`src/intc_pkg.sv`:
```
package intc_pkg;

  localparam int unsigned NSRC = 32;
  localparam int unsigned AW   = 8;
  localparam int unsigned NEV  = 3;

  // Word offsets of the register map, as byte addresses.
  localparam logic [AW-1:0] OFF_NORMAL_VEC   = 8'h00;
  localparam logic [AW-1:0] OFF_FAST_VEC     = 8'h04;
  localparam logic [AW-1:0] OFF_MASK_RD      = 8'h08;
  localparam logic [AW-1:0] OFF_ENABLE_CMD   = 8'h0c;
  localparam logic [AW-1:0] OFF_DISABLE_CMD  = 8'h10;
  localparam logic [AW-1:0] OFF_CLEAR_CMD    = 8'h14;
  localparam logic [AW-1:0] OFF_SET_CMD      = 8'h18;
  localparam logic [AW-1:0] OFF_EOI_CMD      = 8'h1c;
  localparam logic [AW-1:0] OFF_SPURIOUS     = 8'h20;
  localparam logic [AW-1:0] OFF_DEBUG_CTRL   = 8'h24;
  localparam logic [AW-1:0] OFF_FF_ENABLE    = 8'h28;
  localparam logic [AW-1:0] OFF_FF_DISABLE   = 8'h2c;
  localparam logic [AW-1:0] OFF_FF_STATUS    = 8'h30;
  localparam logic [AW-1:0] OFF_PENDING_RD   = 8'h34;
  localparam logic [AW-1:0] OFF_EV_STATUS    = 8'h38;
  localparam logic [AW-1:0] OFF_EV_CLEAR     = 8'h3c;
  localparam logic [AW-1:0] OFF_EV_ENABLE    = 8'h40;

  // Debug control fields.
  localparam int unsigned DBG_PROTECTION_BIT = 0;
  localparam int unsigned DBG_LINE_MASK_BIT  = 1;
  localparam logic [1:0]  DBG_RESET          = 2'h0;

  // Event status bits.
  localparam int unsigned EV_SPUR_NORMAL = 0;
  localparam int unsigned EV_SPUR_FAST   = 1;
  localparam int unsigned EV_EOI         = 2;

  // Source 0 cannot be fast forced; its bit is reserved there.
  localparam logic [NSRC-1:0] FF_VALID_BITS = 32'hffff_fffe;
  localparam logic [NSRC-1:0] ZERO_WORD     = 32'h0000_0000;
  localparam logic [NSRC-1:0] SPURIOUS_RESET = 32'h0000_0000;
  localparam logic [1:0]      HTRANS_NONSEQ = 2'h2;
  localparam logic [1:0]      HTRANS_SEQ    = 2'h3;

  // Address phase held over into the data phase.
  typedef struct packed {
    logic          write;
    logic          read;
    logic [AW-1:0] addr;
  } bus_req_s;

endpackage

```
`src/interrupt_command_and_forcing_regs.sv`:
```
// Decided for this implementation: the AHB-Lite interface to the registers and the register addresses.
`timescale 1ns/100ps
// Function
// - enable command ones set mask bits
// - disable command ones clear mask bits
// - clear command ones clear pending sources
// - set command ones make sources pending
// - any write to end-of-interrupt ends treatment
// - spurious address returned by normal vector read
// - spurious address returned by fast vector read
// - debug bit 0 enables protection mode
// - debug bit 1 holds both request lines inactive
// - fast-forcing enable ones set bits 1-31
// - fast-forcing disable ones clear forcing bits
// - fast-forcing status shows forcing per source
// - normal vector gives current vector or spurious
// - mask readout shows enabled sources
module interrupt_command_and_forcing_regs #(
  parameter logic [31:0] VECTOR_BASE = 32'h0000_0000
) (
  // Clock and reset
  input  wire logic        mclk,
  input  wire logic        reset,
  // AHB-Lite slave
  input  wire logic        hsel,
  input  wire logic [31:0] haddr,
  input  wire logic [1:0]  htrans,
  input  wire logic        hwrite,
  input  wire logic [2:0]  hsize,
  input  wire logic [31:0] hwdata,
  input  wire logic        hready,
  output logic             hreadyout,
  output logic [31:0]      hrdata,
  output logic             hresp,
  // Interrupt sources, on this clock, taken on rising edges
  input  wire logic [31:0] irq_sources,
  // Processor request lines, active low
  output logic             normal_request_line_n,
  output logic             fast_request_line_n,
  // Controller event interrupt
  output logic             event_irq
);

  if (VECTOR_BASE[1:0] != 2'h0) begin : g_check
    $error("VECTOR_BASE must be word aligned");
  end

  // Identifiers are five bits and each source owns one bit of the 32-bit data
  // word, so the source count cannot move away from the bus width.
  if (intc_pkg::NSRC != 32) begin : g_check_nsrc
    $error("NSRC must equal the data width of 32");
  end

  localparam int unsigned N = intc_pkg::NSRC;

  function automatic logic hit(input intc_pkg::bus_req_s r, input logic [intc_pkg::AW-1:0] off);
    hit = (r.addr == off);
  endfunction

  // Each source owns one word of the vector table above the base.
  function automatic logic [31:0] vector_of(input logic [4:0] id);
    vector_of = VECTOR_BASE | {25'h0, id, 2'h0};
  endfunction

  function automatic logic [4:0] lowest(input logic [N-1:0] v);
    logic [4:0] idx;
    idx = 5'h0;
    for (int i = N - 1; i >= 0; i--) begin
      if (v[i]) begin
        idx = 5'(i);
      end
    end
    lowest = idx;
  endfunction

  intc_pkg::bus_req_s req;
  logic               rd_fire;
  logic               wr_act;
  logic [N-1:0]       mask;
  logic [N-1:0]       pending;
  logic [N-1:0]       force_fast;
  logic [N-1:0]       src_q;
  logic [N-1:0]       spurious_vector;
  logic [1:0]         debug_control;
  logic               in_service;
  logic [4:0]         cur_id;
  logic [intc_pkg::NEV-1:0] ev_status;
  logic [intc_pkg::NEV-1:0] ev_enable;

  // Address phase capture; reads get one wait state so that a write
  // in the preceding data phase is already visible to them.
  logic accept;
  assign accept = hsel && hready && (htrans == intc_pkg::HTRANS_NONSEQ || htrans == intc_pkg::HTRANS_SEQ);

  always_ff @(posedge mclk or posedge reset) begin
    if (reset) begin
      req <= '0;
    end else if (accept) begin
      req.write <= hwrite;
      req.read  <= !hwrite;
      req.addr  <= haddr[intc_pkg::AW-1:0];
    end else if (hreadyout) begin
      req <= '0;
    end
  end

  always_ff @(posedge mclk or posedge reset) begin
    if (reset) begin
      hreadyout <= 1'b1;
    end else begin
      hreadyout <= !(accept && !hwrite);
    end
  end

  // Every NONSEQ or SEQ transfer is served as a whole word whatever its size, so hsize is not decoded and
  // no transfer ever has cause for an error response.
  always_ff @(posedge mclk or posedge reset) begin
    if (reset) begin
      hresp <= 1'b0;
    end else begin
      hresp <= 1'b0;
    end
  end

  assign rd_fire = req.read && !hreadyout;
  assign wr_act  = req.write;

  logic wr_enable;
  logic wr_disable;
  logic wr_clear;
  logic wr_set;
  logic wr_eoi;
  logic wr_ffe;
  logic wr_ffd;
  assign wr_enable  = wr_act && hit(req, intc_pkg::OFF_ENABLE_CMD);
  assign wr_disable = wr_act && hit(req, intc_pkg::OFF_DISABLE_CMD);
  assign wr_clear   = wr_act && hit(req, intc_pkg::OFF_CLEAR_CMD);
  assign wr_set     = wr_act && hit(req, intc_pkg::OFF_SET_CMD);
  assign wr_eoi     = wr_act && hit(req, intc_pkg::OFF_EOI_CMD);
  assign wr_ffe     = wr_act && hit(req, intc_pkg::OFF_FF_ENABLE);
  assign wr_ffd     = wr_act && hit(req, intc_pkg::OFF_FF_DISABLE);

  // Forcing is meaningless for source 0, which is already the fast one.
  logic [N-1:0] ff_eff;
  logic [N-1:0] norm_cand;
  logic         norm_any;
  logic         fast_any;
  logic         fast_src0;
  assign ff_eff    = force_fast & intc_pkg::FF_VALID_BITS;
  assign norm_cand = pending & mask & ~ff_eff & intc_pkg::FF_VALID_BITS;
  assign norm_any  = |norm_cand;
  assign fast_src0 = pending[0] && mask[0];
  assign fast_any  = fast_src0 || (|(pending & mask & ff_eff));

  // In protection mode a read of the normal vector acknowledges nothing, though a spurious one still sets its event;
  // the debugger can look without acknowledging, and software then
  // acknowledges by writing the same location.
  logic protection_mode_enable;
  logic rd_normal;
  logic rd_fast;
  logic ack_normal;
  logic take_normal;
  logic take_fast;
  assign protection_mode_enable = debug_control[intc_pkg::DBG_PROTECTION_BIT];
  assign rd_normal   = rd_fire && hit(req, intc_pkg::OFF_NORMAL_VEC);
  assign rd_fast     = rd_fire && hit(req, intc_pkg::OFF_FAST_VEC);
  assign ack_normal  = protection_mode_enable ? (wr_act && hit(req, intc_pkg::OFF_NORMAL_VEC)) : rd_normal;
  assign take_normal = ack_normal && norm_any && !in_service;
  assign take_fast   = rd_fast && fast_src0;

  logic [N-1:0] edge_set;
  logic [N-1:0] ack_clear;
  logic [4:0]   pick;
  assign edge_set = irq_sources & ~src_q;
  assign pick     = lowest(norm_cand);

  always_comb begin
    ack_clear = '0;
    if (take_normal) begin
      ack_clear[pick] = 1'b1;
    end
    if (take_fast) begin
      ack_clear[0] = 1'b1;
    end
  end

  // Sources are taken on their rising edge; a source held high raises pending
  // once, and a clear then holds until the next edge.
  always_ff @(posedge mclk or posedge reset) begin
    if (reset) begin
      src_q <= '0;
    end else begin
      src_q <= irq_sources;
    end
  end

  // A new edge or set command wins over a clear in the same cycle.
  always_ff @(posedge mclk or posedge reset) begin
    if (reset) begin
      pending <= '0;
    end else begin
      pending <= (pending & ~(wr_clear ? hwdata : intc_pkg::ZERO_WORD) & ~ack_clear)
                 | edge_set | (wr_set ? hwdata : intc_pkg::ZERO_WORD);
    end
  end

  always_ff @(posedge mclk or posedge reset) begin
    if (reset) begin
      mask <= '0;
    end else if (wr_enable) begin
      mask <= mask | hwdata;
    end else if (wr_disable) begin
      mask <= mask & ~hwdata;
    end
  end

  always_ff @(posedge mclk or posedge reset) begin
    if (reset) begin
      force_fast <= '0;
    end else if (wr_ffe) begin
      force_fast <= force_fast | (hwdata & intc_pkg::FF_VALID_BITS);
    end else if (wr_ffd) begin
      force_fast <= force_fast & ~(hwdata & intc_pkg::FF_VALID_BITS);
    end
  end

  always_ff @(posedge mclk or posedge reset) begin
    if (reset) begin
      spurious_vector <= intc_pkg::SPURIOUS_RESET;
    end else if (wr_act && hit(req, intc_pkg::OFF_SPURIOUS)) begin
      spurious_vector <= hwdata;
    end
  end

  always_ff @(posedge mclk or posedge reset) begin
    if (reset) begin
      debug_control <= intc_pkg::DBG_RESET;
    end else if (wr_act && hit(req, intc_pkg::OFF_DEBUG_CTRL)) begin
      debug_control <= hwdata[1:0];
    end
  end

  // One interrupt in service at a time; the normal line stays quiet
  // until end of interrupt is written.
  always_ff @(posedge mclk or posedge reset) begin
    if (reset) begin
      in_service <= 1'b0;
      cur_id     <= 5'h0;
    end else if (take_normal) begin
      in_service <= 1'b1;
      cur_id     <= pick;
    end else if (wr_eoi) begin
      in_service <= 1'b0;
    end
  end

  // Read data, registered at the end of the wait state.
  logic [31:0] next_rdata;
  always_comb begin
    next_rdata = '0;
    case (req.addr)
      intc_pkg::OFF_NORMAL_VEC: begin
        if (in_service && !take_normal) begin
          next_rdata = vector_of(cur_id);
        end else if (norm_any && (!in_service || protection_mode_enable)) begin
          next_rdata = vector_of(pick);
        end else begin
          next_rdata = spurious_vector;
        end
      end
      intc_pkg::OFF_FAST_VEC:   next_rdata = fast_src0 ? VECTOR_BASE : spurious_vector;
      intc_pkg::OFF_MASK_RD:    next_rdata = mask;
      intc_pkg::OFF_SPURIOUS:   next_rdata = spurious_vector;
      intc_pkg::OFF_DEBUG_CTRL: next_rdata = {30'h0, debug_control};
      intc_pkg::OFF_FF_STATUS:  next_rdata = ff_eff;
      intc_pkg::OFF_PENDING_RD: next_rdata = pending;
      intc_pkg::OFF_EV_STATUS:  next_rdata = {29'h0, ev_status};
      intc_pkg::OFF_EV_ENABLE:  next_rdata = {29'h0, ev_enable};
      default:                  next_rdata = '0;
    endcase
  end

  always_ff @(posedge mclk or posedge reset) begin
    if (reset) begin
      hrdata <= '0;
    end else if (rd_fire) begin
      hrdata <= next_rdata;
    end
  end

  // Request lines, registered; the general mask forces them inactive.
  // Registering costs a cycle of latency but keeps glitches of the candidate
  // logic away from the processor's inputs.
  logic global_line_mask;
  assign global_line_mask = debug_control[intc_pkg::DBG_LINE_MASK_BIT];

  always_ff @(posedge mclk or posedge reset) begin
    if (reset) begin
      normal_request_line_n <= 1'b1;
      fast_request_line_n   <= 1'b1;
    end else begin
      normal_request_line_n <= !(norm_any && !in_service && !global_line_mask);
      fast_request_line_n   <= !(fast_any && !global_line_mask);
    end
  end

  // Controller events: sticky, set wins over a clear in the same cycle.
  logic [intc_pkg::NEV-1:0] ev_set;
  always_comb begin
    ev_set = '0;
    ev_set[intc_pkg::EV_SPUR_NORMAL] = rd_normal && !norm_any && !in_service;
    ev_set[intc_pkg::EV_SPUR_FAST]   = rd_fast && !fast_src0;
    ev_set[intc_pkg::EV_EOI]         = wr_eoi;
  end

  always_ff @(posedge mclk or posedge reset) begin
    if (reset) begin
      ev_status <= '0;
    end else if (wr_act && hit(req, intc_pkg::OFF_EV_CLEAR)) begin
      ev_status <= (ev_status & ~hwdata[intc_pkg::NEV-1:0]) | ev_set;
    end else begin
      ev_status <= ev_status | ev_set;
    end
  end

  always_ff @(posedge mclk or posedge reset) begin
    if (reset) begin
      ev_enable <= '0;
    end else if (wr_act && hit(req, intc_pkg::OFF_EV_ENABLE)) begin
      ev_enable <= hwdata[intc_pkg::NEV-1:0];
    end
  end

  always_ff @(posedge mclk or posedge reset) begin
    if (reset) begin
      event_irq <= 1'b0;
    end else begin
      event_irq <= |(ev_status & ev_enable);
    end
  end

endmodule

```
`config.mk`:
```
export PLATFORM = sky130hd
export DESIGN_NAME = interrupt_command_and_forcing_regs
export DESIGN_NICKNAME = d
export VERILOG_FILES = /design/src/intc_pkg.sv /design/src/interrupt_command_and_forcing_regs.sv
export SDC_FILE = /design/constraint.sdc
export NUM_CORES = 1
export LEC_CHECK = 0
export BUFFER_PORTS_ARGS = -buffer_cell sky130_fd_sc_hd__buf_4
export CAP_MARGIN = 20
export CORE_UTILIZATION = 50
export DETAILED_ROUTE_END_ITERATION = 7
export HOLD_SLACK_MARGIN = 0.08
export MAX_ROUTING_LAYER = met4
export PLACE_DENSITY = 0.83
export SKIP_LAST_GASP = 1
export SLEW_MARGIN = 20
export SYNTH_ARGS = -nofsm -noshare
export SYNTH_HDL_FRONTEND = slang
export SYNTH_SLANG_ARGS = --single-unit
```
`constraint.sdc`:
```
create_clock -name mclk -period 17.1 [get_ports mclk]
set_clock_uncertainty 0.1 [all_clocks]
set_input_delay 1.71 -clock mclk [delete_from_list [all_inputs] [get_ports mclk]]
set_output_delay 1.71 -clock mclk [all_outputs]
set_load 0.02 [all_outputs]
```
; Word-level counts from Yosys, hierarchy flattened
; Index checks and enable logic that the tools add are counted.
[op_classes]
order_cmp = 2
n_eq_ne = 18
muxes = 51
n_bitwise = 23
reduce_logical = 52
[op_table]
columns = cell, n
row1 = 2-to-1 mux 32 bit, 10
row2 = case mux 32 bit (9 select lines), 1
row3 = bitwise AND 32 bit, 8
row4 = NOT 32 bit, 6
row5 = 2-to-1 mux 5 bit, 31
row6 = OR 32 bit, 4
row7 = "equality test 8 x 6 -> 1 bit, second input constant", 8
row8 = "equality test 8 x 5 -> 1 bit, second input constant", 4
row9 = OR reduction 32 bit, 1
row10 = logical AND 1 bit, 31
row11 = OR reduction 31 bit, 1
row12 = 2-to-1 mux 10 bit, 2
row13 = "equality test 8 x 4 -> 1 bit, second input constant", 2
row14 = zero test 1 bit, 10
row15 = "equality test 8 x 3 -> 1 bit, second input constant", 1
row16 = "equality test 8 x 7 -> 1 bit, second input constant", 1
row17 = zero test 8 bit, 1
row18 = nonzero test 2 bit, 4
row19 = bitwise AND 3 bit, 2
row20 = "less-than comparator 5 x 6 -> 1 bit, second input constant", 1
row21 = OR 3 bit, 2
row22 = demux 1 bit (select 5 bit), 1
row23 = ">= comparator 5 x 1 -> 1 bit, second input constant", 1
row24 = 2-to-1 mux 1 bit, 5
row25 = other kinds (5), 8
[word_totals]
register_bits = 220
inputBits = 106
out_inout_bits = 37
word_cells = 164

; Longest topological paths before layout
[logic_depth]
word_depth = 43
ltp_mapped = 11
depth_no_buf = 7

; Worst setup path after synthesis
; OpenSTA, ideal clock, no wires.
[synth_timing]
path_kind = reg2reg
startpoint = register with a tool-made name
endpoint = register cur_id[1]
arrival_ns = 2.372
required_time_ns = 16.875
path_slack_ns = 14.503
path_stages_with_launch = 10
period_less_slack_ns = 2.597
cell_sequence = dfrtp_1 -> and3b_1 -> buf_6 -> or3_1 -> buf_6 -> nor4_4 -> and3_1 -> buf_6 -> nand2b_1 -> mux2_2
[synth_lines]
columns = item, line
row1 = end signal: assignment, interrupt_command_and_forcing_regs.sv:251  ; cur_id <= pick;
row2 = end: declaration, interrupt_command_and_forcing_regs.sv:86  ; logic [4:0] cur_id;

; Worst setup path in the final report
[layout_timing]
startpoint = register req[2] (netlist name)
endpoint = register hrdata[19]
[layout_via]
elab_chain_cells = 9
elab_cells_between_ends = 18
classes_between = eq/ne: 8 / mux: 3 / reduce/logical: 7
[layout_lines]
columns = item, line
row1 = start: declaration, interrupt_command_and_forcing_regs.sv:76  ; intc_pkg::bus_req_s req;
row2 = zero test 8 bit, "interrupt_command_and_forcing_regs.sv:57, interrupt_command_and_forcing_regs.sv:261"
row3 = "logical AND 1 bit, on equally long branches", "interrupt_command_and_forcing_regs.sv:165, interrupt_command_and_forcing_regs.sv:167"
row4 = 2-to-1 mux 1 bit, interrupt_command_and_forcing_regs.sv:167  ; assign ack_normal = protection_mode_enable ? (wr_act && hit(req, intc_pkg::OFF_NORMAL_VEC)) : rd_normal;
row5 = logical AND 1 bit (2 in a row), interrupt_command_and_forcing_regs.sv:168  ; assign take_normal = ack_normal && norm_any && !in_service;
row6 = zero test 1 bit, interrupt_command_and_forcing_regs.sv:263  ; if (in_service && !take_normal) begin
row7 = logical AND 1 bit, interrupt_command_and_forcing_regs.sv:263
row8 = 2-to-1 mux 32 bit, interrupt_command_and_forcing_regs.sv:263
row9 = case mux 32 bit (9 select lines) *, interrupt_command_and_forcing_regs.sv:261  ; case (req.addr)
row10 = end signal: assignment, interrupt_command_and_forcing_regs.sv:287  ; hrdata <= next_rdata;
row11 = end: declaration, interrupt_command_and_forcing_regs.sv:33  ; output logic [31:0] hrdata,
; Mark *: on every way between the ends. The rest lies on a longest branch, timed or not.
; A chain may end at the register's enable or synchronous reset.

==> metrics.yaml <==
min_path:
  hold_class: "flop to flop"
  worstHoldEndpoint: "cur_id[0]"
  worstHoldStart: "cur_id[0]"
  whs_path_depth: 2
finish:
  postLayoutCellArea_um2: 12500
  diodes: 0
  nNetsFinal: 1203
  drive_gt1_share_pct: 20.8
  area_delta_synth_final_pct: 18.0
  finish.utilization_pct: 60.8
yosys:
  ys_types: 72
  yosysMostFrequentCell: "dfrtp_1"
  yosys-top-cells-count: "dfrtp_1 (216), nand2_1 (131), a21oi_1 (90), clkbuf_1 (52), a31oi_1 (43)"
  synth_area_um2: 10600
  synthArstFlopShare_pct: 100
  ys_warn_count: 0
  synth-edff-count: 0
  ys_ff_latch: 219
  syn_inst: 1013
  ys.flop_type: "dfrtp_1"
  synth_top_area_share_pct: 51.2
  synth_area_leaders: "dfrtp_1 (51%), nand2_1 (4.7%), a21oi_1 (4.3%)"
  yosysTopAreaCell: "dfrtp_1"
  ys_seq_area_share_pct: 51.9
  synth.avg_cell_area_um2: 10.4
  synth_nets: 1119
drt:
  route.antenna.remaining_nets: 0
  vias: 9197
  wl_per_cell_um: 22.7
  first_pass_iters: 6
  routed_wl_mm: 31.4
  drc: 0
  vias_per_cell: 6.65
  first_iter_violations: 1201
setup_path:
  worstRegToRegCells: 6
  slowest_delay_ns: 0.94
  regToRegStartpoint: "req[2]"
  crit_path_max_fanout: 38
  end_kind: "flop"
  crit_chain: "or4b_1 > nor2_4 > o41ai_4 > buf_4 > nor2_8 > a221o_1"
  worst_setup_path_start_kind: "flop"
  crit_slowest_cell: "dfrtp_2"
  reg2reg_slack_ns: 13.17
  cp.required_ns: 17.45
  r2r_end: "hrdata[19]"
  worstPathArrival_ns: 4.27
  path_class: "flop to flop"
die:
  die_w_um: 147
  ios: 143
  rows: 52
  die_area_um2: 21700
  die_height_um: 147
  start_util_pct: 51.5
  coreArea_um2: 20500
sta:
  setup_viol: 0
  period_minus_slack_ns: 3.93
  rsz0062_at_grt: "false"
  max_freq_mhz: 255
  finalSetupTns_ns: 0
  finalHoldViolCount: 0
  slew_headroom_pct: 23.5
  period_share_pct: 23.0
  worstMarginPinSlew_ns: 1.15
  maxSlewViolCount: 0
  timing.hold.ws_ns: 0.389
placement:
  routabilityCongestion: 0.931
  io_buffers: 113
  place_hpwl_mm: 19.8
  postPlaceCellArea_um2: 11600
global_routing:
  grt_pass1_wl_mm: 49.7
  grt_overflow: 0
  antenna_found_initial: 0
  grt_max_degree: 139
  grt_pass1_vias: 9093
  track_usage_pct: 30.1
cts:
  cts_root_buf: "clkbuf_16"
  path_clk_slew_ns: 0.06
  post_cts_resized: 0
  numCtsBuffers: 24
  clock_latency_ns: 0.53
  clock_sinks: 219
  htree_levels: 1
  holdBufCountCts: 0
  cts_buffer_depth: 3
  post_cts_buffers: 0
  cts_tree: "yes"
pwr:
  ir_drop_mv: 0.0930
  power.total_mw: 1.25
  power_density_nw_per_um2: 100
  p_leak_nw: 5.31
outcome:
  status: "finished, final reports clean"
job:
  drv_cap: 0
-- power by group --
group          switching, mW  leakage [nW]  internal [mW]  total (mW)
Clock                  0.213         0.430          0.366       0.579
Combinational         0.0662          2.17         0.0451       0.111
Sequential            0.0155          2.70          0.541       0.556
Total                  0.294          5.31          0.952        1.25
-- metal layers --
layer | vias to the layer above | global-route usage (%) | wire, um
li1 | 4024 | - | -
met1 | 4515 | 40.3 | 12500
met2 | 546 | 44.8 | 14400
met3 | 112 | 5.71 | 3190
met4 | 0 | 12.9 | 1300
met5 | - | - | 0
-- how the worst max path moves through the flow --
stage               startpoint          to  slack, ns  cells past startpoint
floorplan                reset   async pin       9.30                      1
global placement        req[2]  hrdata[15]      13.33                      6
detailed placement      req[2]  hrdata[10]      13.28                      6
CTS                     req[2]  hrdata[19]      13.25                      6
global route            req[2]  hrdata[22]      13.10                      6
finish                  req[2]  hrdata[19]      13.17                      6
-- kinds of logic after synthesis --
logic type / share of synthesized area (%)
AND/OR/NAND/NOR: 17.2
AO/OA/AOI/OAI: 23.2
flip-flops: 51.9
buffers and inverters: 3.23
multiplexers: 4.35
XOR/XNOR: 0.0830
other: 0.0355
-- worst max-delay path, delay by kind of cell (launching register included) --
kind            cells  cell delay [ns]
simple gates        3             2.06
flops               1             0.94
compound gates      2             0.43
buf+inv             1             0.28
-- stage by stage --
| step | worst slack (ns) | std cells |
|---|---|---|
| after floorplan | 9.30 | 1013 |
| after global placement | 13.33 | 1341 |
| after detailed placement | 13.28 | 1341 |
| after CTS | 13.25 | 1383 |
| after global routing | 13.10 | 1383 |
| final | 13.17 | 1383 |
-- area by class of cell --
class / instances / area [um^2]
clock buffers: 31 / 668
clock inverters: 11 / 214
well taps: 270 / 338
multi-input cells: 717 / 4790
inverters: 14 / 60.1
flip-flops and latches: 219 / 5490
repair buffers: 121 / 912
fillers: 1685 / 8030
-- placed cells by master (no fill, tap or decap), types with 4 or more instances in the layout --
| cell type | count |
|---|---|
| nor3_1 | 11 |
| nor2b_1 | 26 |
| and3b_1 | 17 |
| a221o_1 | 39 |
| nand4_1 | 12 |
| a222oi_1 | 12 |
| mux2_2 | 39 |
| clkbuf_16 | 25 |
| nor2_1 | 25 |
| buf_4 | 120 |
| o21ai_0 | 14 |
| a31oi_1 | 43 |
| and3_1 | 4 |
| dfrtp_1 | 215 |
| a22o_1 | 33 |
| a22oi_1 | 26 |
| nor2_4 | 7 |
| nand2b_1 | 5 |
| nand2_1 | 131 |
| nand3_1 | 39 |
| nand4b_1 | 5 |
| inv_1 | 13 |
| clkbuf_1 | 4 |
| o31ai_1 | 5 |
| nor4_1 | 7 |
| a211oi_1 | 5 |
| a41oi_1 | 11 |
| nand3b_1 | 27 |
| a21oi_1 | 90 |
| bufinv_16 | 6 |
| a21boi_0 | 20 |
Power figures use the tool's default switching activity.
